<file path="src/shared/ifsq_defines.svh">
// Timing, register map and field constants for the inrush fault sequencer
`ifndef IFSQ_DEFINES_SVH
`define IFSQ_DEFINES_SVH

// System clock period in ns (125 MHz)
`define IFSQ_CLK_NS       8
// Contact debounce interval in ms
`define IFSQ_DEB_MS       100
// Board removal turn-off delay in us
`define IFSQ_REM_US       20
// Least times round up to whole cycles
`define IFSQ_DEB_CYC      (((`IFSQ_DEB_MS * 1000000) + `IFSQ_CLK_NS - 1) / `IFSQ_CLK_NS)
`define IFSQ_REM_CYC      (((`IFSQ_REM_US * 1000) + `IFSQ_CLK_NS - 1) / `IFSQ_CLK_NS)
// Counter widths
`define IFSQ_DEB_W        24
`define IFSQ_REM_W        12
`define IFSQ_COOL_W       4
// Cool-off length in timer cycles, and the index of the last one
`define IFSQ_COOL_CYCLES  14
`define IFSQ_COOL_LAST    4'hd

// Register word offsets (byte address bits 3:2)
`define IFSQ_REG_CTRL     2'h0
`define IFSQ_REG_STATUS   2'h1
// Control fields
`define IFSQ_CTRL_RETRY   0
`define IFSQ_CTRL_RST     1'h0
// Status fields
`define IFSQ_ST_STATE_LO  0
`define IFSQ_ST_FAULT     4
`define IFSQ_ST_PGOOD     5
`define IFSQ_ST_COOL_LO   6
`define IFSQ_ST_TOGGLE    10

`endif

</file>
<file path="src/shared/ifsq_pkg.sv">
// Types shared by the inrush fault sequencer
package ifsq_pkg;

    // Switch sequencing states
    typedef enum logic [3:0] {
        IFSQ_IDLE     = 4'h0,
        IFSQ_DEBOUNCE = 4'h1,
        IFSQ_ON       = 4'h2,
        IFSQ_UVOFF    = 4'h3,
        IFSQ_REMOVE   = 4'h4,
        IFSQ_COOL_DIS = 4'h5,
        IFSQ_COOL_CHG = 4'h6,
        IFSQ_COOL_DCH = 4'h7
    } ifsq_state_t;

endpackage : ifsq_pkg

</file>
<file path="src/design/ifsq_top.sv">
// Sequencing, fault latch and register logic of the inrush fault sequencer
// Function
// - Pump and all gate drives except the strong switch gate pull-down stay off until the internal rail clears lockout.
// - With both supplies up, the diode gate of the lower supply is switched off.
// - From idle, load switch enables only after board-in low and on-control high for debounce.
// - Debounce completion clears fault latches and starts slow switch gate charge on the same clock edge.
// - Power-good asserts low once switch gate overdrive passes its threshold.
// - Fast diode gate pull-down engages when a supply falls below the common node.
// - On-control falling low or board removal starts normal moderate-sink turn-off.
// - A breaker trip also turns the load switch off.
// - Rail lockout turns off both diode gates and strongly pulls the switch gate.
// - Second diode disable input holds the second diode gate pulled off.
// - Board-in going low while on-control is high starts the debounce interval.
// - Any board-in bounce restarts the debounce interval from zero.
// - Board removal sinks the switch gate after a fixed delay, faults unchanged.
// - Breaker trips after sustained overcurrent; trip pulls switch gate strongly.
// - Sense above limit threshold engages current limiting; sense above breaker level charges the timer.
// - Timer crossing its upper level turns switch off and asserts fault flag.
// - After a trip the timer discharges, then counts fourteen cool-off cycles.
// - Latch-off variant restarts only once the fault was cleared by the user or the board was toggled.
// - Auto-retry variant clears the fault after cool-off and restarts charging.
// - On-control below reset level clears breaker and fault latches.
// - Power-good latches; clears on on-control low, removal, lockout or trip.
// - On-control between thresholds turns switch off; recovery skips debounce.
//
// Decided for this implementation: the Avalon-MM slave port and the register offsets.
`timescale 1ns/1ns
`include "ifsq_defines.svh"

module ifsq_top
    import ifsq_pkg::*;
#(
    parameter logic [`IFSQ_DEB_W-1:0] DEB_CYC = `IFSQ_DEB_W'(`IFSQ_DEB_CYC)
) (
    input  wire logic        CORE_CLK,              // System clock
    input  wire logic        RST_B,                 // Async reset, low active
    input  wire logic        INTERNAL_RAIL_OK,      // Internal rail above lockout
    input  wire logic        ON_HIGH,               // On-control above rising level
    input  wire logic        ON_LOW,                // On-control below falling level
    input  wire logic        ON_RESET,              // On-control below reset level
    input  wire logic        BOARD_OUT,             // Board-inserted input high
    input  wire logic        DIODE_B_DISABLE,       // Second diode disable above level
    input  wire logic        SUPPLY_A_LOWER,        // Supply A below supply B
    input  wire logic        SUPPLY_B_LOWER,        // Supply B below supply A
    input  wire logic        SUPPLY_A_REVERSE,      // Supply A under common node
    input  wire logic        SUPPLY_B_REVERSE,      // Supply B under common node
    input  wire logic        SENSE_CB,              // Sense above breaker level
    input  wire logic        SENSE_ACL,             // Sense above limit level
    input  wire logic        TIMER_HIGH,            // Timer cap above upper level
    input  wire logic        TIMER_LOW,             // Timer cap below lower level
    input  wire logic        OVERDRIVE_OK,          // Switch gate overdrive good
    input  wire logic [3:0]  AVS_ADDRESS,           // Byte address
    input  wire logic        AVS_READ,              // Read request
    input  wire logic        AVS_WRITE,             // Write request
    input  wire logic [31:0] AVS_WRITEDATA,         // Write data
    input  wire logic [3:0]  AVS_BYTEENABLE,        // Byte lanes
    output logic      [31:0] AVS_READDATA,          // Read data
    output logic             AVS_WAITREQUEST,       // Stall
    output logic             PUMP_EN,               // Charge pump enable
    output logic             DIODE_GATE_A_EN,       // First diode gate pull-up
    output logic             DIODE_GATE_A_FAST_OFF, // First diode fast pull-down
    output logic             DIODE_GATE_B_EN,       // Second diode gate pull-up
    output logic             DIODE_GATE_B_FAST_OFF, // Second diode fast pull-down
    output logic             DIODE_GATE_B_PULLDN,   // Second diode disable sink
    output logic             SWITCH_GATE_CHARGE,    // Slow switch gate source
    output logic             SWITCH_GATE_SINK,      // Moderate switch gate sink
    output logic             SWITCH_GATE_STRONG,    // Strong switch gate pull-down
    output logic             CURRENT_LIMIT_EN,      // Current limit loop engaged
    output logic             TIMER_CHARGE,          // Timer cap charge source
    output logic             TIMER_DISCHARGE,       // Timer cap discharge sink
    output logic             FAULT_N,               // Overcurrent fault, low active
    output logic             POWER_GOOD_N           // Power good, low active
);

    ifsq_state_t                 st_ff;
    ifsq_state_t                 nxt_st;
    logic [`IFSQ_DEB_W-1:0]      deb_cnt_ff;
    logic [`IFSQ_REM_W-1:0]      rem_cnt_ff;
    logic [`IFSQ_COOL_W-1:0]     cool_cnt_ff;
    logic                        fault_ff;
    logic                        nxt_fault;
    logic                        pg_ff;
    logic                        nxt_pg;
    logic                        toggled_ff;
    logic                        retry_ff;
    logic                        trip;
    logic                        deb_done;
    logic                        rem_done;
    logic                        cool_end;
    logic                        cool_st;
    logic                        bus_req;

    // Event decodes
    assign trip     = (st_ff == IFSQ_ON || st_ff == IFSQ_REMOVE) && TIMER_HIGH;
    assign deb_done = st_ff == IFSQ_DEBOUNCE && !BOARD_OUT && !ON_LOW
                      && deb_cnt_ff == DEB_CYC - `IFSQ_DEB_W'(1);
    assign rem_done = rem_cnt_ff == `IFSQ_REM_W'(`IFSQ_REM_CYC - 1);
    assign cool_end = st_ff == IFSQ_COOL_DCH && TIMER_LOW
                      && cool_cnt_ff == `IFSQ_COOL_LAST;
    assign cool_st  = st_ff == IFSQ_COOL_DIS || st_ff == IFSQ_COOL_CHG
                      || st_ff == IFSQ_COOL_DCH;
    assign bus_req  = AVS_READ || AVS_WRITE;

    // Next state of the switch sequencer
    always_comb begin
        nxt_st = st_ff;
        if (!INTERNAL_RAIL_OK) begin
            nxt_st = IFSQ_IDLE;
        end else if (ON_RESET && !cool_st && !trip) begin
            nxt_st = IFSQ_IDLE;
        end else begin
            unique case (st_ff)
                IFSQ_IDLE: begin
                    if (ON_HIGH && !ON_LOW && !BOARD_OUT) begin
                        nxt_st = IFSQ_DEBOUNCE;
                    end
                end
                IFSQ_DEBOUNCE: begin
                    if (BOARD_OUT || ON_LOW) begin
                        nxt_st = IFSQ_IDLE;
                    end else if (deb_done) begin
                        nxt_st = IFSQ_ON;
                    end
                end
                IFSQ_ON: begin
                    if (trip) begin
                        nxt_st = IFSQ_COOL_DIS;
                    end else if (BOARD_OUT) begin
                        nxt_st = IFSQ_REMOVE;
                    end else if (ON_LOW) begin
                        nxt_st = IFSQ_UVOFF;
                    end
                end
                IFSQ_UVOFF: begin
                    if (BOARD_OUT) begin
                        nxt_st = IFSQ_IDLE;
                    end else if (ON_HIGH) begin
                        nxt_st = IFSQ_ON;
                    end
                end
                IFSQ_REMOVE: begin
                    if (trip) begin
                        nxt_st = IFSQ_COOL_DIS;
                    end else if (rem_done) begin
                        nxt_st = IFSQ_IDLE;
                    end
                end
                IFSQ_COOL_DIS: begin
                    if (TIMER_LOW) begin
                        nxt_st = IFSQ_COOL_CHG;
                    end
                end
                IFSQ_COOL_CHG: begin
                    if (TIMER_HIGH) begin
                        nxt_st = IFSQ_COOL_DCH;
                    end
                end
                IFSQ_COOL_DCH: begin
                    if (cool_end && retry_ff) begin
                        nxt_st = IFSQ_ON;
                    end else if (cool_end && (!fault_ff || toggled_ff)) begin
                        nxt_st = IFSQ_IDLE;
                    end else if (TIMER_LOW) begin
                        nxt_st = IFSQ_COOL_CHG;
                    end
                end
                default: begin
                    nxt_st = IFSQ_IDLE;
                end
            endcase
        end
    end

    // State register
    always_ff @(posedge CORE_CLK or negedge RST_B) begin
        if (!RST_B) begin
            st_ff <= IFSQ_IDLE;
        end else begin
            st_ff <= nxt_st;
        end
    end

    // Debounce counter, cleared whenever debounce is left
    always_ff @(posedge CORE_CLK or negedge RST_B) begin
        if (!RST_B) begin
            deb_cnt_ff <= '0;
        end else if (nxt_st != IFSQ_DEBOUNCE || st_ff != IFSQ_DEBOUNCE) begin
            deb_cnt_ff <= '0;
        end else begin
            deb_cnt_ff <= deb_cnt_ff + `IFSQ_DEB_W'(1);
        end
    end

    // Removal delay counter
    always_ff @(posedge CORE_CLK or negedge RST_B) begin
        if (!RST_B) begin
            rem_cnt_ff <= '0;
        end else if (st_ff != IFSQ_REMOVE || nxt_st != IFSQ_REMOVE) begin
            rem_cnt_ff <= '0;
        end else begin
            rem_cnt_ff <= rem_cnt_ff + `IFSQ_REM_W'(1);
        end
    end

    // Cool-off cycle counter
    always_ff @(posedge CORE_CLK or negedge RST_B) begin
        if (!RST_B) begin
            cool_cnt_ff <= '0;
        end else if (!cool_st || st_ff == IFSQ_COOL_DIS) begin
            cool_cnt_ff <= '0;
        end else if (st_ff == IFSQ_COOL_DCH && TIMER_LOW) begin
            if (cool_end) begin
                cool_cnt_ff <= '0;
            end else begin
                cool_cnt_ff <= cool_cnt_ff + `IFSQ_COOL_W'(1);
            end
        end
    end

    // Fault latch; a trip wins over any clear in the same cycle except rail lockout
    always_comb begin
        nxt_fault = fault_ff;
        if (!INTERNAL_RAIL_OK) begin
            nxt_fault = 1'b0;
        end else if (trip) begin
            nxt_fault = 1'b1;
        end else if (ON_RESET) begin
            nxt_fault = 1'b0;
        end else if (deb_done) begin
            nxt_fault = 1'b0;
        end else if (cool_end && retry_ff) begin
            nxt_fault = 1'b0;
        end
    end

    // Power-good latch
    always_comb begin
        nxt_pg = pg_ff;
        if (!INTERNAL_RAIL_OK || ON_LOW || ON_RESET || BOARD_OUT || trip) begin
            nxt_pg = 1'b0;
        end else if (st_ff == IFSQ_ON && nxt_st == IFSQ_ON && OVERDRIVE_OK) begin
            nxt_pg = 1'b1;
        end
    end

    // Fault and power-good registers and flags
    always_ff @(posedge CORE_CLK or negedge RST_B) begin
        if (!RST_B) begin
            fault_ff     <= 1'b0;
            pg_ff        <= 1'b0;
            FAULT_N      <= 1'b1;
            POWER_GOOD_N <= 1'b1;
        end else begin
            fault_ff     <= nxt_fault;
            pg_ff        <= nxt_pg;
            FAULT_N      <= !nxt_fault;
            POWER_GOOD_N <= !nxt_pg;
        end
    end

    // Board toggle seen while a fault is latched
    always_ff @(posedge CORE_CLK or negedge RST_B) begin
        if (!RST_B) begin
            toggled_ff <= 1'b0;
        end else if (!INTERNAL_RAIL_OK) begin
            toggled_ff <= 1'b0;
        end else if (BOARD_OUT && fault_ff) begin
            toggled_ff <= 1'b1;
        end else if (deb_done) begin
            toggled_ff <= 1'b0;
        end
    end

    // Diode gate drives and charge pump
    always_ff @(posedge CORE_CLK or negedge RST_B) begin
        if (!RST_B) begin
            PUMP_EN               <= 1'b0;
            DIODE_GATE_A_EN       <= 1'b0;
            DIODE_GATE_A_FAST_OFF <= 1'b0;
            DIODE_GATE_B_EN       <= 1'b0;
            DIODE_GATE_B_FAST_OFF <= 1'b0;
            DIODE_GATE_B_PULLDN   <= 1'b0;
        end else begin
            PUMP_EN               <= INTERNAL_RAIL_OK;
            DIODE_GATE_A_EN       <= INTERNAL_RAIL_OK && !SUPPLY_A_LOWER
                                     && !SUPPLY_A_REVERSE;
            DIODE_GATE_A_FAST_OFF <= INTERNAL_RAIL_OK && SUPPLY_A_REVERSE;
            DIODE_GATE_B_EN       <= INTERNAL_RAIL_OK && !SUPPLY_B_LOWER
                                     && !SUPPLY_B_REVERSE && !DIODE_B_DISABLE;
            DIODE_GATE_B_FAST_OFF <= INTERNAL_RAIL_OK && SUPPLY_B_REVERSE;
            DIODE_GATE_B_PULLDN   <= INTERNAL_RAIL_OK && DIODE_B_DISABLE;
        end
    end

    // Switch gate, current limit and timer drives
    always_ff @(posedge CORE_CLK or negedge RST_B) begin
        if (!RST_B) begin
            SWITCH_GATE_CHARGE <= 1'b0;
            SWITCH_GATE_SINK   <= 1'b0;
            SWITCH_GATE_STRONG <= 1'b1;
            CURRENT_LIMIT_EN   <= 1'b0;
            TIMER_CHARGE       <= 1'b0;
            TIMER_DISCHARGE    <= 1'b0;
        end else begin
            SWITCH_GATE_CHARGE <= nxt_st == IFSQ_ON || nxt_st == IFSQ_REMOVE;
            SWITCH_GATE_SINK   <= INTERNAL_RAIL_OK && nxt_st != IFSQ_ON
                                  && nxt_st != IFSQ_REMOVE;
            SWITCH_GATE_STRONG <= !INTERNAL_RAIL_OK || nxt_st == IFSQ_COOL_DIS
                                  || nxt_st == IFSQ_COOL_CHG
                                  || nxt_st == IFSQ_COOL_DCH;
            CURRENT_LIMIT_EN   <= SENSE_ACL && (nxt_st == IFSQ_ON
                                  || nxt_st == IFSQ_REMOVE);
            TIMER_CHARGE       <= nxt_st == IFSQ_COOL_CHG || (SENSE_CB
                                  && (nxt_st == IFSQ_ON || nxt_st == IFSQ_REMOVE));
            TIMER_DISCHARGE    <= INTERNAL_RAIL_OK && nxt_st != IFSQ_COOL_CHG
                                  && !(SENSE_CB && (nxt_st == IFSQ_ON
                                  || nxt_st == IFSQ_REMOVE));
        end
    end

    // Control register write
    always_ff @(posedge CORE_CLK or negedge RST_B) begin
        if (!RST_B) begin
            retry_ff <= `IFSQ_CTRL_RST;
        end else if (AVS_WRITE && !AVS_WAITREQUEST && AVS_BYTEENABLE[0]
                     && AVS_ADDRESS[3:2] == `IFSQ_REG_CTRL) begin
            retry_ff <= AVS_WRITEDATA[`IFSQ_CTRL_RETRY];
        end
    end

    // Bus answer: one wait cycle, then read data with waitrequest low
    always_ff @(posedge CORE_CLK or negedge RST_B) begin
        if (!RST_B) begin
            AVS_WAITREQUEST <= 1'b1;
            AVS_READDATA    <= '0;
        end else if (bus_req && AVS_WAITREQUEST) begin
            AVS_WAITREQUEST <= 1'b0;
            AVS_READDATA    <= '0;
            if (AVS_READ) begin
                unique case (AVS_ADDRESS[3:2])
                    `IFSQ_REG_CTRL: begin
                        AVS_READDATA[`IFSQ_CTRL_RETRY] <= retry_ff;
                    end
                    `IFSQ_REG_STATUS: begin
                        AVS_READDATA[`IFSQ_ST_STATE_LO +: 4]             <= st_ff;
                        AVS_READDATA[`IFSQ_ST_FAULT]                     <= fault_ff;
                        AVS_READDATA[`IFSQ_ST_PGOOD]                     <= pg_ff;
                        AVS_READDATA[`IFSQ_ST_COOL_LO +: `IFSQ_COOL_W]   <= cool_cnt_ff;
                        AVS_READDATA[`IFSQ_ST_TOGGLE]                    <= toggled_ff;
                    end
                    default: begin
                        AVS_READDATA <= '0;
                    end
                endcase
            end
        end else begin
            AVS_WAITREQUEST <= 1'b1;
        end
    end

    // Checks on the sequencing outputs
    a_uvlo_gates_off: assert property (@(posedge CORE_CLK) disable iff (!RST_B)
        !INTERNAL_RAIL_OK |=> !PUMP_EN && !SWITCH_GATE_CHARGE
        && !DIODE_GATE_A_EN && !DIODE_GATE_B_EN)
        else $error("gate drive active during lockout");
    a_uvlo_strong_pull: assert property (@(posedge CORE_CLK) disable iff (!RST_B)
        !INTERNAL_RAIL_OK |=> SWITCH_GATE_STRONG && FAULT_N && POWER_GOOD_N)
        else $error("lockout did not pull switch gate or clear flags");
    a_lower_diode_off: assert property (@(posedge CORE_CLK) disable iff (!RST_B)
        INTERNAL_RAIL_OK && SUPPLY_A_LOWER |=> !DIODE_GATE_A_EN)
        else $error("lower supply diode left on");
    a_reverse_fast: assert property (@(posedge CORE_CLK) disable iff (!RST_B)
        INTERNAL_RAIL_OK && SUPPLY_B_REVERSE |=> DIODE_GATE_B_FAST_OFF && !DIODE_GATE_B_EN)
        else $error("reverse current not cut");
    a_diode_b_hold: assert property (@(posedge CORE_CLK) disable iff (!RST_B)
        INTERNAL_RAIL_OK && DIODE_B_DISABLE [*2] |-> DIODE_GATE_B_PULLDN && !DIODE_GATE_B_EN)
        else $error("second diode not held off");
    a_bounce_restart: assert property (@(posedge CORE_CLK) disable iff (!RST_B)
        st_ff == IFSQ_DEBOUNCE && BOARD_OUT |=> deb_cnt_ff == '0 && !SWITCH_GATE_CHARGE)
        else $error("debounce not restarted");
    a_charge_after_deb: assert property (@(posedge CORE_CLK) disable iff (!RST_B)
        $rose(SWITCH_GATE_CHARGE) |-> $past(st_ff) != IFSQ_IDLE && $past(st_ff) != IFSQ_UVOFF
        || $past(ON_HIGH))
        else $error("switch charged without debounce");
    a_trip_fault: assert property (@(posedge CORE_CLK) disable iff (!RST_B)
        INTERNAL_RAIL_OK && st_ff == IFSQ_ON && TIMER_HIGH |=> !FAULT_N && POWER_GOOD_N
        && SWITCH_GATE_STRONG && !SWITCH_GATE_CHARGE)
        else $error("trip did not turn switch off");
    a_pgood_set: assert property (@(posedge CORE_CLK) disable iff (!RST_B)
        INTERNAL_RAIL_OK && st_ff == IFSQ_ON && OVERDRIVE_OK && !TIMER_HIGH
        && !ON_LOW && !ON_RESET && !BOARD_OUT |=> !POWER_GOOD_N)
        else $error("power good not asserted");
    a_removal_delay: assert property (@(posedge CORE_CLK) disable iff (!RST_B)
        INTERNAL_RAIL_OK && st_ff == IFSQ_ON && BOARD_OUT && !TIMER_HIGH && !ON_RESET
        |=> SWITCH_GATE_CHARGE && !SWITCH_GATE_SINK && $stable(FAULT_N))
        else $error("removal turned switch off without delay");
    a_auto_retry: assert property (@(posedge CORE_CLK) disable iff (!RST_B)
        INTERNAL_RAIL_OK && cool_end && retry_ff |=> FAULT_N && SWITCH_GATE_CHARGE)
        else $error("auto retry did not restart");
    a_reset_clears: assert property (@(posedge CORE_CLK) disable iff (!RST_B)
        INTERNAL_RAIL_OK && ON_RESET && !trip |=> FAULT_N && POWER_GOOD_N)
        else $error("reset level did not clear latches");

endmodule : ifsq_top

</file>
<file path="config.mk">
export PLATFORM = sky130hd
export DESIGN_NAME = ifsq_top
export DESIGN_NICKNAME = d
export VERILOG_FILES = /design/src/shared/ifsq_pkg.sv /design/src/design/ifsq_top.sv
export VERILOG_INCLUDE_DIRS = /design/src /design/src/shared
export SDC_FILE = /design/constraint.sdc
export NUM_CORES = 1
export LEC_CHECK = 0
export ABC_AREA = 1
export BUFFER_PORTS_ARGS = -buffer_cell sky130_fd_sc_hd__buf_4
export CAP_MARGIN = 20
export CORE_ASPECT_RATIO = 1.2
export CORE_MARGIN = 1
export CORE_UTILIZATION = 52
export CTS_CLUSTER_SIZE = 40
export DETAILED_ROUTE_END_ITERATION = 16
export PLACE_DENSITY = 0.79
export SYNTH_ARGS = -nofsm -noshare
export SYNTH_HDL_FRONTEND = slang
export SYNTH_SLANG_ARGS = --single-unit
</file>
<file path="constraint.sdc">
create_clock -name CORE_CLK -period 2.3 [get_ports CORE_CLK]
set_input_delay 0 -clock CORE_CLK [delete_from_list [all_inputs] [get_ports CORE_CLK]]
set_output_delay 0 -clock CORE_CLK [all_outputs]
set_load 0.02 [all_outputs]
</file>
Word level (Yosys, flattened, before mapping)
Cells that the tools add are included.
Widths: inputs -> output; s select.

cells by class
  add/sub/neg operators = 3
  muxes and demuxes = 36
  equal/unequal tests = 23
  reductions and logical operators = 69

operators with widths
  operator               count
  $mux 4                 19
  $logic_and 1x1->1      33
  $eq 4x3->1 const B     8
  $pmux 4 s8             1
  $add 24x1->24 const B  1
  $eq 24x24->1 const B   1
  $mux 24                1
  $logic_or 1x1->1       18
  $logic_not 1->1        15
  $add 12x1->12 const B  1
  $eq 12x12->1 const B   1
  $eq 4x2->1 const B     3
  $mux 12                1
  $ne 4x3->1 const B     3
  $mux 1                 11
  $mux 11                1
  $mux 10                1
  $ne 4x1->1 const B     2
  $add 4x1->4 const B    1
  $eq 4x1->1 const B     1
  $eq 4x4->1 const B     1
  $logic_not 4->1        1
  $ne 4x2->1 const B     1
  $ne 3x1->1 const B     1
  4 further kinds        4

storage, ports and cells
  input port bits = 59
  register bits after elaboration = 95
  word-level logic and storage cells = 155
  output and inout port bits = 47

Longest topological paths before layout
Gate-level depths: netlist (run 1).

  depth in word-level cells = 15
  gate-level depth with buffers = 15
  gate-level depth less buffers = 14

Worst setup path before layout (run 1)
No wires, ideal clock.

  path type = flip-flop to flip-flop
  start point = reg deb_cnt_ff[0]
  end point = reg rem_cnt_ff[10]
  data required time = 2179 ps
  clock period less this slack = 1757 ps
  stages on the path, launching flop included = 14
  slack = 543 ps
  arrival time = 1636 ps
  path buffers = 1
  library setup time = 121 ps
  cell sequence = dfrtp_1 ha_1 nand2_1 nor2_1 inv_1 nor2_1 nand3_1 nand2_1 inv_1 a21oi_4 nor2_4 nand3_4 buf_12 nor2_2

on the way
  cells in the longest elaborated chain, start to end = 10

RTL lines
  element                 RTL line         source
  from (decl)             ifsq_top.sv:77   logic [`IFSQ_DEB_W-1:0] deb_cnt_ff;
  from (signal assigned)  ifsq_top.sv:190  deb_cnt_ff <= deb_cnt_ff + `IFSQ_DEB_W'(1);
  $eq 24x24->1            ifsq_top.sv:96   && deb_cnt_ff == DEB_CYC - `IFSQ_DEB_W'(1);
  $logic_and 1x1->1       ifsq_top.sv:95   assign deb_done = st_ff == IFSQ_DEBOUNCE && !BOARD_OUT && !ON_LOW
  $mux 4                  ifsq_top.sv:121  end else if (deb_done) begin
  $mux 4                  ifsq_top.sv:119  if (BOARD_OUT || ON_LOW) begin
  $pmux 4 s8              ifsq_top.sv:112  unique case (st_ff)
  $mux 4                  ifsq_top.sv:109  end else if (ON_RESET && !cool_st && !trip) begin
  $mux 4                  ifsq_top.sv:107  if (!INTERNAL_RAIL_OK) begin
  net nxt_st[1]           ifsq_top.sv:76   ifsq_state_t nxt_st;
  $ne 4x3->1              ifsq_top.sv:198  end else if (st_ff != IFSQ_REMOVE || nxt_st != IFSQ_REMOVE) begin
  $logic_or 1x1->1        ifsq_top.sv:198
  $mux 12                 ifsq_top.sv:198
  to (signal assigned)    ifsq_top.sv:201  rem_cnt_ff <= rem_cnt_ff + `IFSQ_REM_W'(1);
  to (decl)               ifsq_top.sv:78   logic [`IFSQ_REM_W-1:0] rem_cnt_ff;

The timed path passes the listed nets, and every way through them passes these cells.
A chain may end at the register's enable or synchronous reset.

Worst setup path in the final report (run 1)
  start point = reg deb_cnt_ff[0]
  end point = reg deb_cnt_ff[18]

on the way
  cells in the longest elaborated chain, start to end = 10
  elaborated cells between the ends (all ways) = 11
  classes of those cells = add/sub (1); eq/ne (2); mux (6); reduce/logical (2)

RTL lines
  element            RTL line         source
  $eq 24x24->1       ifsq_top.sv:96
  $logic_and 1x1->1  ifsq_top.sv:95
  $mux 4             ifsq_top.sv:121
  $mux 4             ifsq_top.sv:119
  $pmux 4 s8         ifsq_top.sv:112
  $mux 4             ifsq_top.sv:109
  $mux 4             ifsq_top.sv:107
  $ne 4x1->1         ifsq_top.sv:187  end else if (nxt_st != IFSQ_DEBOUNCE || st_ff != IFSQ_DEBOUNCE) begin
  $logic_or 1x1->1   ifsq_top.sv:187
  $mux 24 *          ifsq_top.sv:187

Every way passes the cells marked *; elsewhere a longest branch is shown, timed or not.

==> out/metrics.csv, run 1 <==
metric,value,unit
die_w,80.7,um
cp_num_buf_inv,1,
syn_to_final_growth,21.2,%
seq_area,0.00186,mm^2
synth_top_area_frac,0.453,
slew-limit-headroom,0.388,
slew_viol_final,0,
clock_path_buffers,2,
fin_util,0.648,
ys_ff_latch,74,
grt_use_total,0.222,
dr.max_layer_used,met4,
netlist_area,0.00386,mm^2
r2r_setup_slack,0.22,ns
tns,0,ns
rsz0062_at_grt,no,
num_antenna_cells,0,
syn_inst,467,
drive_gt1_frac,0.209,
drv_cap,0,
hpwl,5500,um
period_needed,2.08,ns
hold_viol,0,
placed_cell_area,0.00423,mm^2
synthDistinctLibCells,39,
grt_max_degree,75,
layout_common_cells,"nand2_1 (100), dfrtp_1 (70), inv_1 (57)",
placed_cells,602,
fillers,588,
boundaryPins,106,
yosys_warnings,0,
met3WireLength,273,um
ir_worst_vdd,0.494,mV
crit_chain,ha_1 > nand2_1 > nor2_2 > nand4_1 > nor2_2 > nand2_1 > nor2_4 > nand2_1 > nor2_2 > buf_4 > a21oi_1 > nor3_1,
ant_nets,0,
met2_length,4060,um
initial_core_util,0.534,
final_common_cell,nand2_1,
max_slew.worst_pin.slew,0.918,ns
path_delay_family,simple AND/OR/NAND/NOR gates,
avgSynthCellArea,8.28,um^2
hold_ws,0.0334,ns
port_buffers,48,
die_h,96.4,um
max_freq,0.482,GHz
antenna_found_initial,0,
viasPerCell,4.99,
crit_type,reg2reg,
finalCritPeriodShare,0.903,
required,2.57,ns
h-tree-depth,3,
postLayoutSetupSlackWorst,0.224,ns
crit_fanout,3,
die-area,0.00778,mm^2
finClkSkew,0.0142,ns
critical_path.max_stage_delay,0.38,ns
worstPathArrival,2.35,ns
grt_pass1_wl,13000,um
cts-root-buf,clkbuf_8,
ys_seq_area_frac,0.480,
status,completed,
grt_pass1_vias,2982,
setup_viol,0,
postLayoutCellArea,0.00469,mm^2
numCtsBuffers,9,
synth_top_area_cell,dfrtp_1,
dr.pass1.iters,4,
vias,3196,
gp_congestion,0.917,
grt-ovfl-total,0,
rows,34,
core_area,0.00723,mm^2
cts.sinks,74,
drt-total-wl,7850,um
hold_class,in2reg,
fin_total_pwr,2.68,mW
power.density,571,mW/mm^2
nNetsFinal,608,
cts_tree,done,
drcViolationCount,0,
crit_path_end_kind,flip-flop,
wl_met1,3320,um
clk_pin_slew,0.08,ns
clock_latency,0.36,ns
pre_cts_slack,0.214,ns
synth.area.top_cells,"dfrtp_1 (45%), nand2_1 (9.7%), inv_1 (5.5%)",
leakage,2.21,nW
drtIter0Drc,187,
wl_per_cell,12.3,um
cp-start-kind,flip-flop,
multi_input_area,0.00167,mm^2
critPathSlowestCell,dfrtp_1,
final_cell_count_no_fill,640,
## worst paths after layout
kind,endpoint,from,depth (start not counted)
worst max register to register,deb_cnt_ff[18],deb_cnt_ff[0],12
worst min register to register,rem_cnt_ff[0],rem_cnt_ff[0],1
min in group asynchronous,deb_cnt_ff[0],RST_B,2
worst max-delay path,deb_cnt_ff[18],deb_cnt_ff[0],12
max in group asynchronous,AVS_READDATA[7],RST_B,2
worst min-delay path,pg_ff,OVERDRIVE_OK,5
## worst min-delay path, cell delays in order
cell	delay (ns)
buf_4	0.10
nand2_1	0.05
inv_1	0.03
nand4_1	0.10
a21oi_1	0.07
## state kept, by name (all words and copies together), names as in the netlist, 4 cells and up
register	count
deb_cnt_ff	24
cool_cnt_ff	4
AVS_READDATA	11
st_ff	4
rem_cnt_ff	12
## Yosys cell counts
master	instances
a31oi_1	2
nand3_4	1
inv_4	1
clkbuf_1	2
nor3_2	1
nor3b_1	4
nor2_1	55
mux2_2	1
a21oi_4	1
o21bai_1	1
o211ai_1	1
ha_1	4
inv_1	57
nand2_2	6
nand2_4	3
conb_1	1
dfstp_2	4
nand4_1	9
nor3_1	12
a211oi_1	1
nor4_1	3
nor2_4	2
dfrtp_1	70
o21ai_2	1
nand3_2	2
xor2_1	9
a21oi_1	17
and3_1	1
nand3_1	17
buf_12	1
a21oi_2	1
o21ai_0	24
inv_2	5
a21boi_1	1
nor2_2	17
nand2_1	100
xnor2_1	6
nand4_2	1
buf_4	22
## repair_timing
item / 4_1_cts / 5_1_grt
hold buffers: 21 / 0
setup endpoints to repair: 0 / 1
endpoints found under the hold margin: 87 / 0
setup buffers: 0 / 1
gates resized for setup: 0 / 3
## power by group
group | switching, mW | total [mW] | leakage, nW | internal (mW)
registers | 0.0162 | 1.34 | 1.01 | 1.32
clock network | 0.511 | 1.13 | 0.115 | 0.621
logic | 0.127 | 0.209 | 1.08 | 0.0827
total | 0.654 | 2.68 | 2.21 | 2.02
## area by class of cell
type / instances / area share
clock buffers: 9 / 0.0264
clock inverters: 7 / 0.0219
inverters: 63 / 0.0510
multi-input cells: 326 / 0.355
flip-flops and latches: 74 / 0.396
well taps: 90 / 0.0240
repair buffers: 71 / 0.125
## kinds of logic (layout without fill, tap and decap cells)
kind of cell	count (synthesis)	count (layout)	synth area share
adders and majority gates	4	4	0.0129
buffers and inverters	88	150	0.112
other	1	22	0.000970
and+or+nand+nor	234	234	0.284
xor gates and xnor gates	15	15	0.0340
muxes	1	1	0.00291
DFF	74	74	0.480
AOI/OAI and AO/OA	50	50	0.0728
## routing by layer
| metal | vias up | track usage |
|---|---|---|
| li1 | 1586 | - |
| met1 | 1506 | 0.252 |
| met2 | 87 | 0.392 |
| met3 | 17 | 0.0441 |
| met4 | 0 | 0.116 |
| met5 | - | 0 |
Power figures use the tool's default switching activity.
==> inputs of run 2 (changes only) <==
--- a/config.mk
+++ b/config.mk
@@ -6,7 +6,6 @@
 export SDC_FILE = /design/constraint.sdc
 export NUM_CORES = 1
 export LEC_CHECK = 0
-export ABC_AREA = 1
 export BUFFER_PORTS_ARGS = -buffer_cell sky130_fd_sc_hd__buf_4
 export CAP_MARGIN = 20
 export CORE_ASPECT_RATIO = 1.2
@@ -14,7 +13,7 @@
 export CORE_UTILIZATION = 52
 export CTS_CLUSTER_SIZE = 40
 export DETAILED_ROUTE_END_ITERATION = 16
-export PLACE_DENSITY = 0.79
+export PLACE_DENSITY = 0.8
 export SYNTH_ARGS = -nofsm -noshare
 export SYNTH_HDL_FRONTEND = slang
 export SYNTH_SLANG_ARGS = --single-unit
==> run 2 against run 1 <==
  * Largest power group unchanged
  * Flip-flop and latch count is the same
  * Clock skew grew 0.0059 ns
  * Sequential power is essentially flat
  * The flow now finishes with violations (negative hold slack)
  * Core utilization grew 2.8 points
==> out/metrics.csv, run 2 <==
metric,value,unit
largest_register_ffs,24,
pre_cts_slack,-0.0206,ns
grt-ovfl-total,0,
critPathSlowestCell,a2111o_2,
seq_area,0.00186,mm^2
r2r_end,rem_cnt_ff[4],
ir_worst_vdd,0.380,mV
largestRegisters,"deb_cnt_ff (24), rem_cnt_ff (12), AVS_READDATA (11)",
port_buffers,48,
r2r_cells,8,
r2r_setup_slack,0.03,ns
slew_viol_final,0,
clock_path_buffers,2,
synth.most_common_cell,dfrtp_1,
r2r-start,st_ff[2],
finClkSkew,0.0200,ns
hpwl,5180,um
viasPerCell,5.52,
synth_top_area_cell,dfrtp_1,
hold_path_depth,3,
avgSynthCellArea,10.4,um^2
die-area,0.00745,mm^2
leakage,2.11,nW
required,2.58,ns
worstPathArrival,2.55,ns
boundaryPins,106,
fillers,510,
h-tree-depth,3,
cts_tree,done,
synthDistinctLibCells,56,
holdPathEnd,TIMER_DISCHARGE,
grt_use_total,0.233,
core_area,0.00685,mm^2
cp-start-kind,flip-flop,
violations,negative hold slack,
max_freq,0.441,GHz
rsz0062_at_grt,yes,
syn_inst,355,
min_from,SENSE_CB,
ys_ff_latch,74,
final_common_cell,buf_4,
antenna_found_initial,0,
synth_edf_count,0,
crit_type,reg2reg,
die_h,94.3,um
drt-total-wl,8410,um
hold_ws,-0.00117,ns
grt_max_degree,75,
layout_common_cells,"buf_4 (71), dfrtp_1 (68), nor2_1 (48)",
drtIter0Drc,228,
max_slew.worst_pin.slew,0.916,ns
async_reset_ff_frac,1.00,
critical_path.max_stage_delay,0.54,ns
hold_class,in2reg,
nNetsFinal,511,
setup_viol,0,
crit_chain,buf_6 > o21a_1 > o22ai_1 > a211oi_4 > o31ai_1 > buf_4 > a2111o_2 > nor2_1,
yosys_warnings,0,
power.density,543,mW/mm^2
initial_core_util,0.539,
placed_cells,498,
cts.sinks,74,
syn_to_final_growth,25.3,%
gp_congestion,0.840,
ys_seq_area_frac,0.503,
drcViolationCount,0,
multi_input_area,0.00171,mm^2
clock_latency,0.37,ns
num_antenna_cells,0,
status,"finished, violations left",
period_needed,2.27,ns
numCtsBuffers,9,
slew-limit-headroom,0.389,
vias,2983,
grt_pass1_wl,13300,um
die_w,78.9,um
postLayoutSetupSlackWorst,0.0312,ns
synthTopCellsByCount,"dfrtp_1 (70), nor2_1 (49), buf_4 (22)",
synth_flop_cell,dfrtp_1,
rows,33,
ant_nets,0,
crit_fanout,12,
wl_per_cell,15.6,um
grt_pass1_vias,2850,
largest-register,deb_cnt_ff,
drive_gt1_frac,0.254,
netlist_area,0.00369,mm^2
crit_path_end_kind,flip-flop,
hold_viol,1,
clk_pin_slew,0.09,ns
dr.pass1.iters,4,
final_cell_count_no_fill,540,
finalCritPeriodShare,0.986,
drv_cap,0,
synth.area.top_cells,"dfrtp_1 (47%), nor2_1 (5.0%), xnor2_1 (5.0%)",
synth_top_area_frac,0.474,
cts-root-buf,clkbuf_8,
## run 2: what timing repair did
item,in CTS,in global routing
endpoints found under the hold margin,85,0
setup buffers,0,7
gates cloned,0,1
pin swaps,1,5
setup endpoints to repair,12,20
hold buffers,18,0
gates resized for setup,2,14
## run 2: cells by family (layout without fill, tap and decap cells)
logic type                 after synthesis  count (layout)  synth area share
xor gates and xnor gates                34              34            0.0806
other                                    1              22           0.00102
muxes                                    2               2           0.00576
buffers and inverters                   42             118            0.0718
DFF                                     74              74             0.503
AOI/OAI and AO/OA                       49              50             0.104
adders and majority gates                4               4            0.0136
and+or+nand+nor                        149             149             0.221
## run 2: area by class of cell
type                       instances  share of cell area
clock inverter                     7              0.0127
multi-input combinational        261               0.369
timing repair buffer              90               0.156
inverter                          12             0.00973
clock buffer                       9              0.0268
sequential                        74               0.402
tap                               87              0.0235
## run 2: worst max-delay path by stage
stage                   startpoint         endpoint  slack, ns  cells past startpoint
CTS                       st_ff[0]    rem_cnt_ff[6]       0.01                      7
global route        deb_cnt_ff[22]  TIMER_DISCHARGE      -0.06                      7
global placement          st_ff[0]   rem_cnt_ff[10]       0.05                      6
floorplan                 st_ff[3]    rem_cnt_ff[8]       0.20                      8
finish                    st_ff[2]    rem_cnt_ff[4]       0.03                      8
detailed placement        st_ff[0]   rem_cnt_ff[11]      -0.02                      7
## run 2: routing by layer
metal	vias to the layer above	wire length (um)	track usage
li1	1388	-	-
met4	0	290	0.124
met3	29	373	0.0340
met1	1464	3410	0.288
met5	-	0	0
met2	102	4340	0.393
## run 2: worst max-delay path: cells and delay by family (launching register included)
family,cells,cell delay (ns)
buf+inv,2,0.36
compound gates,5,1.23
flops,1,0.45
simple gates,1,0.14
## run 2: power by group
group | total, mW | internal (mW) | switching, mW
combinational | 0.221 | 0.0885 | 0.132
clock | 0.959 | 0.408 | 0.551
sequential | 1.33 | 1.32 | 0.0127
## run 2: metrics by stage
stage	hold WS [ns]	area (um^2)	util	setup TNS [ns]	power, mW
floorplan	-0.296	3770	-	0	1.47
global placement	0.151	4150	0.605	0	1.54
detailed placement	0.156	4150	0.605	-0.0319	1.54
CTS	0.00251	4520	0.659	0	2.51
global route	0.0652	4630	0.675	-0.239	2.60
finish	-0.00117	4630	0.675	0	2.51
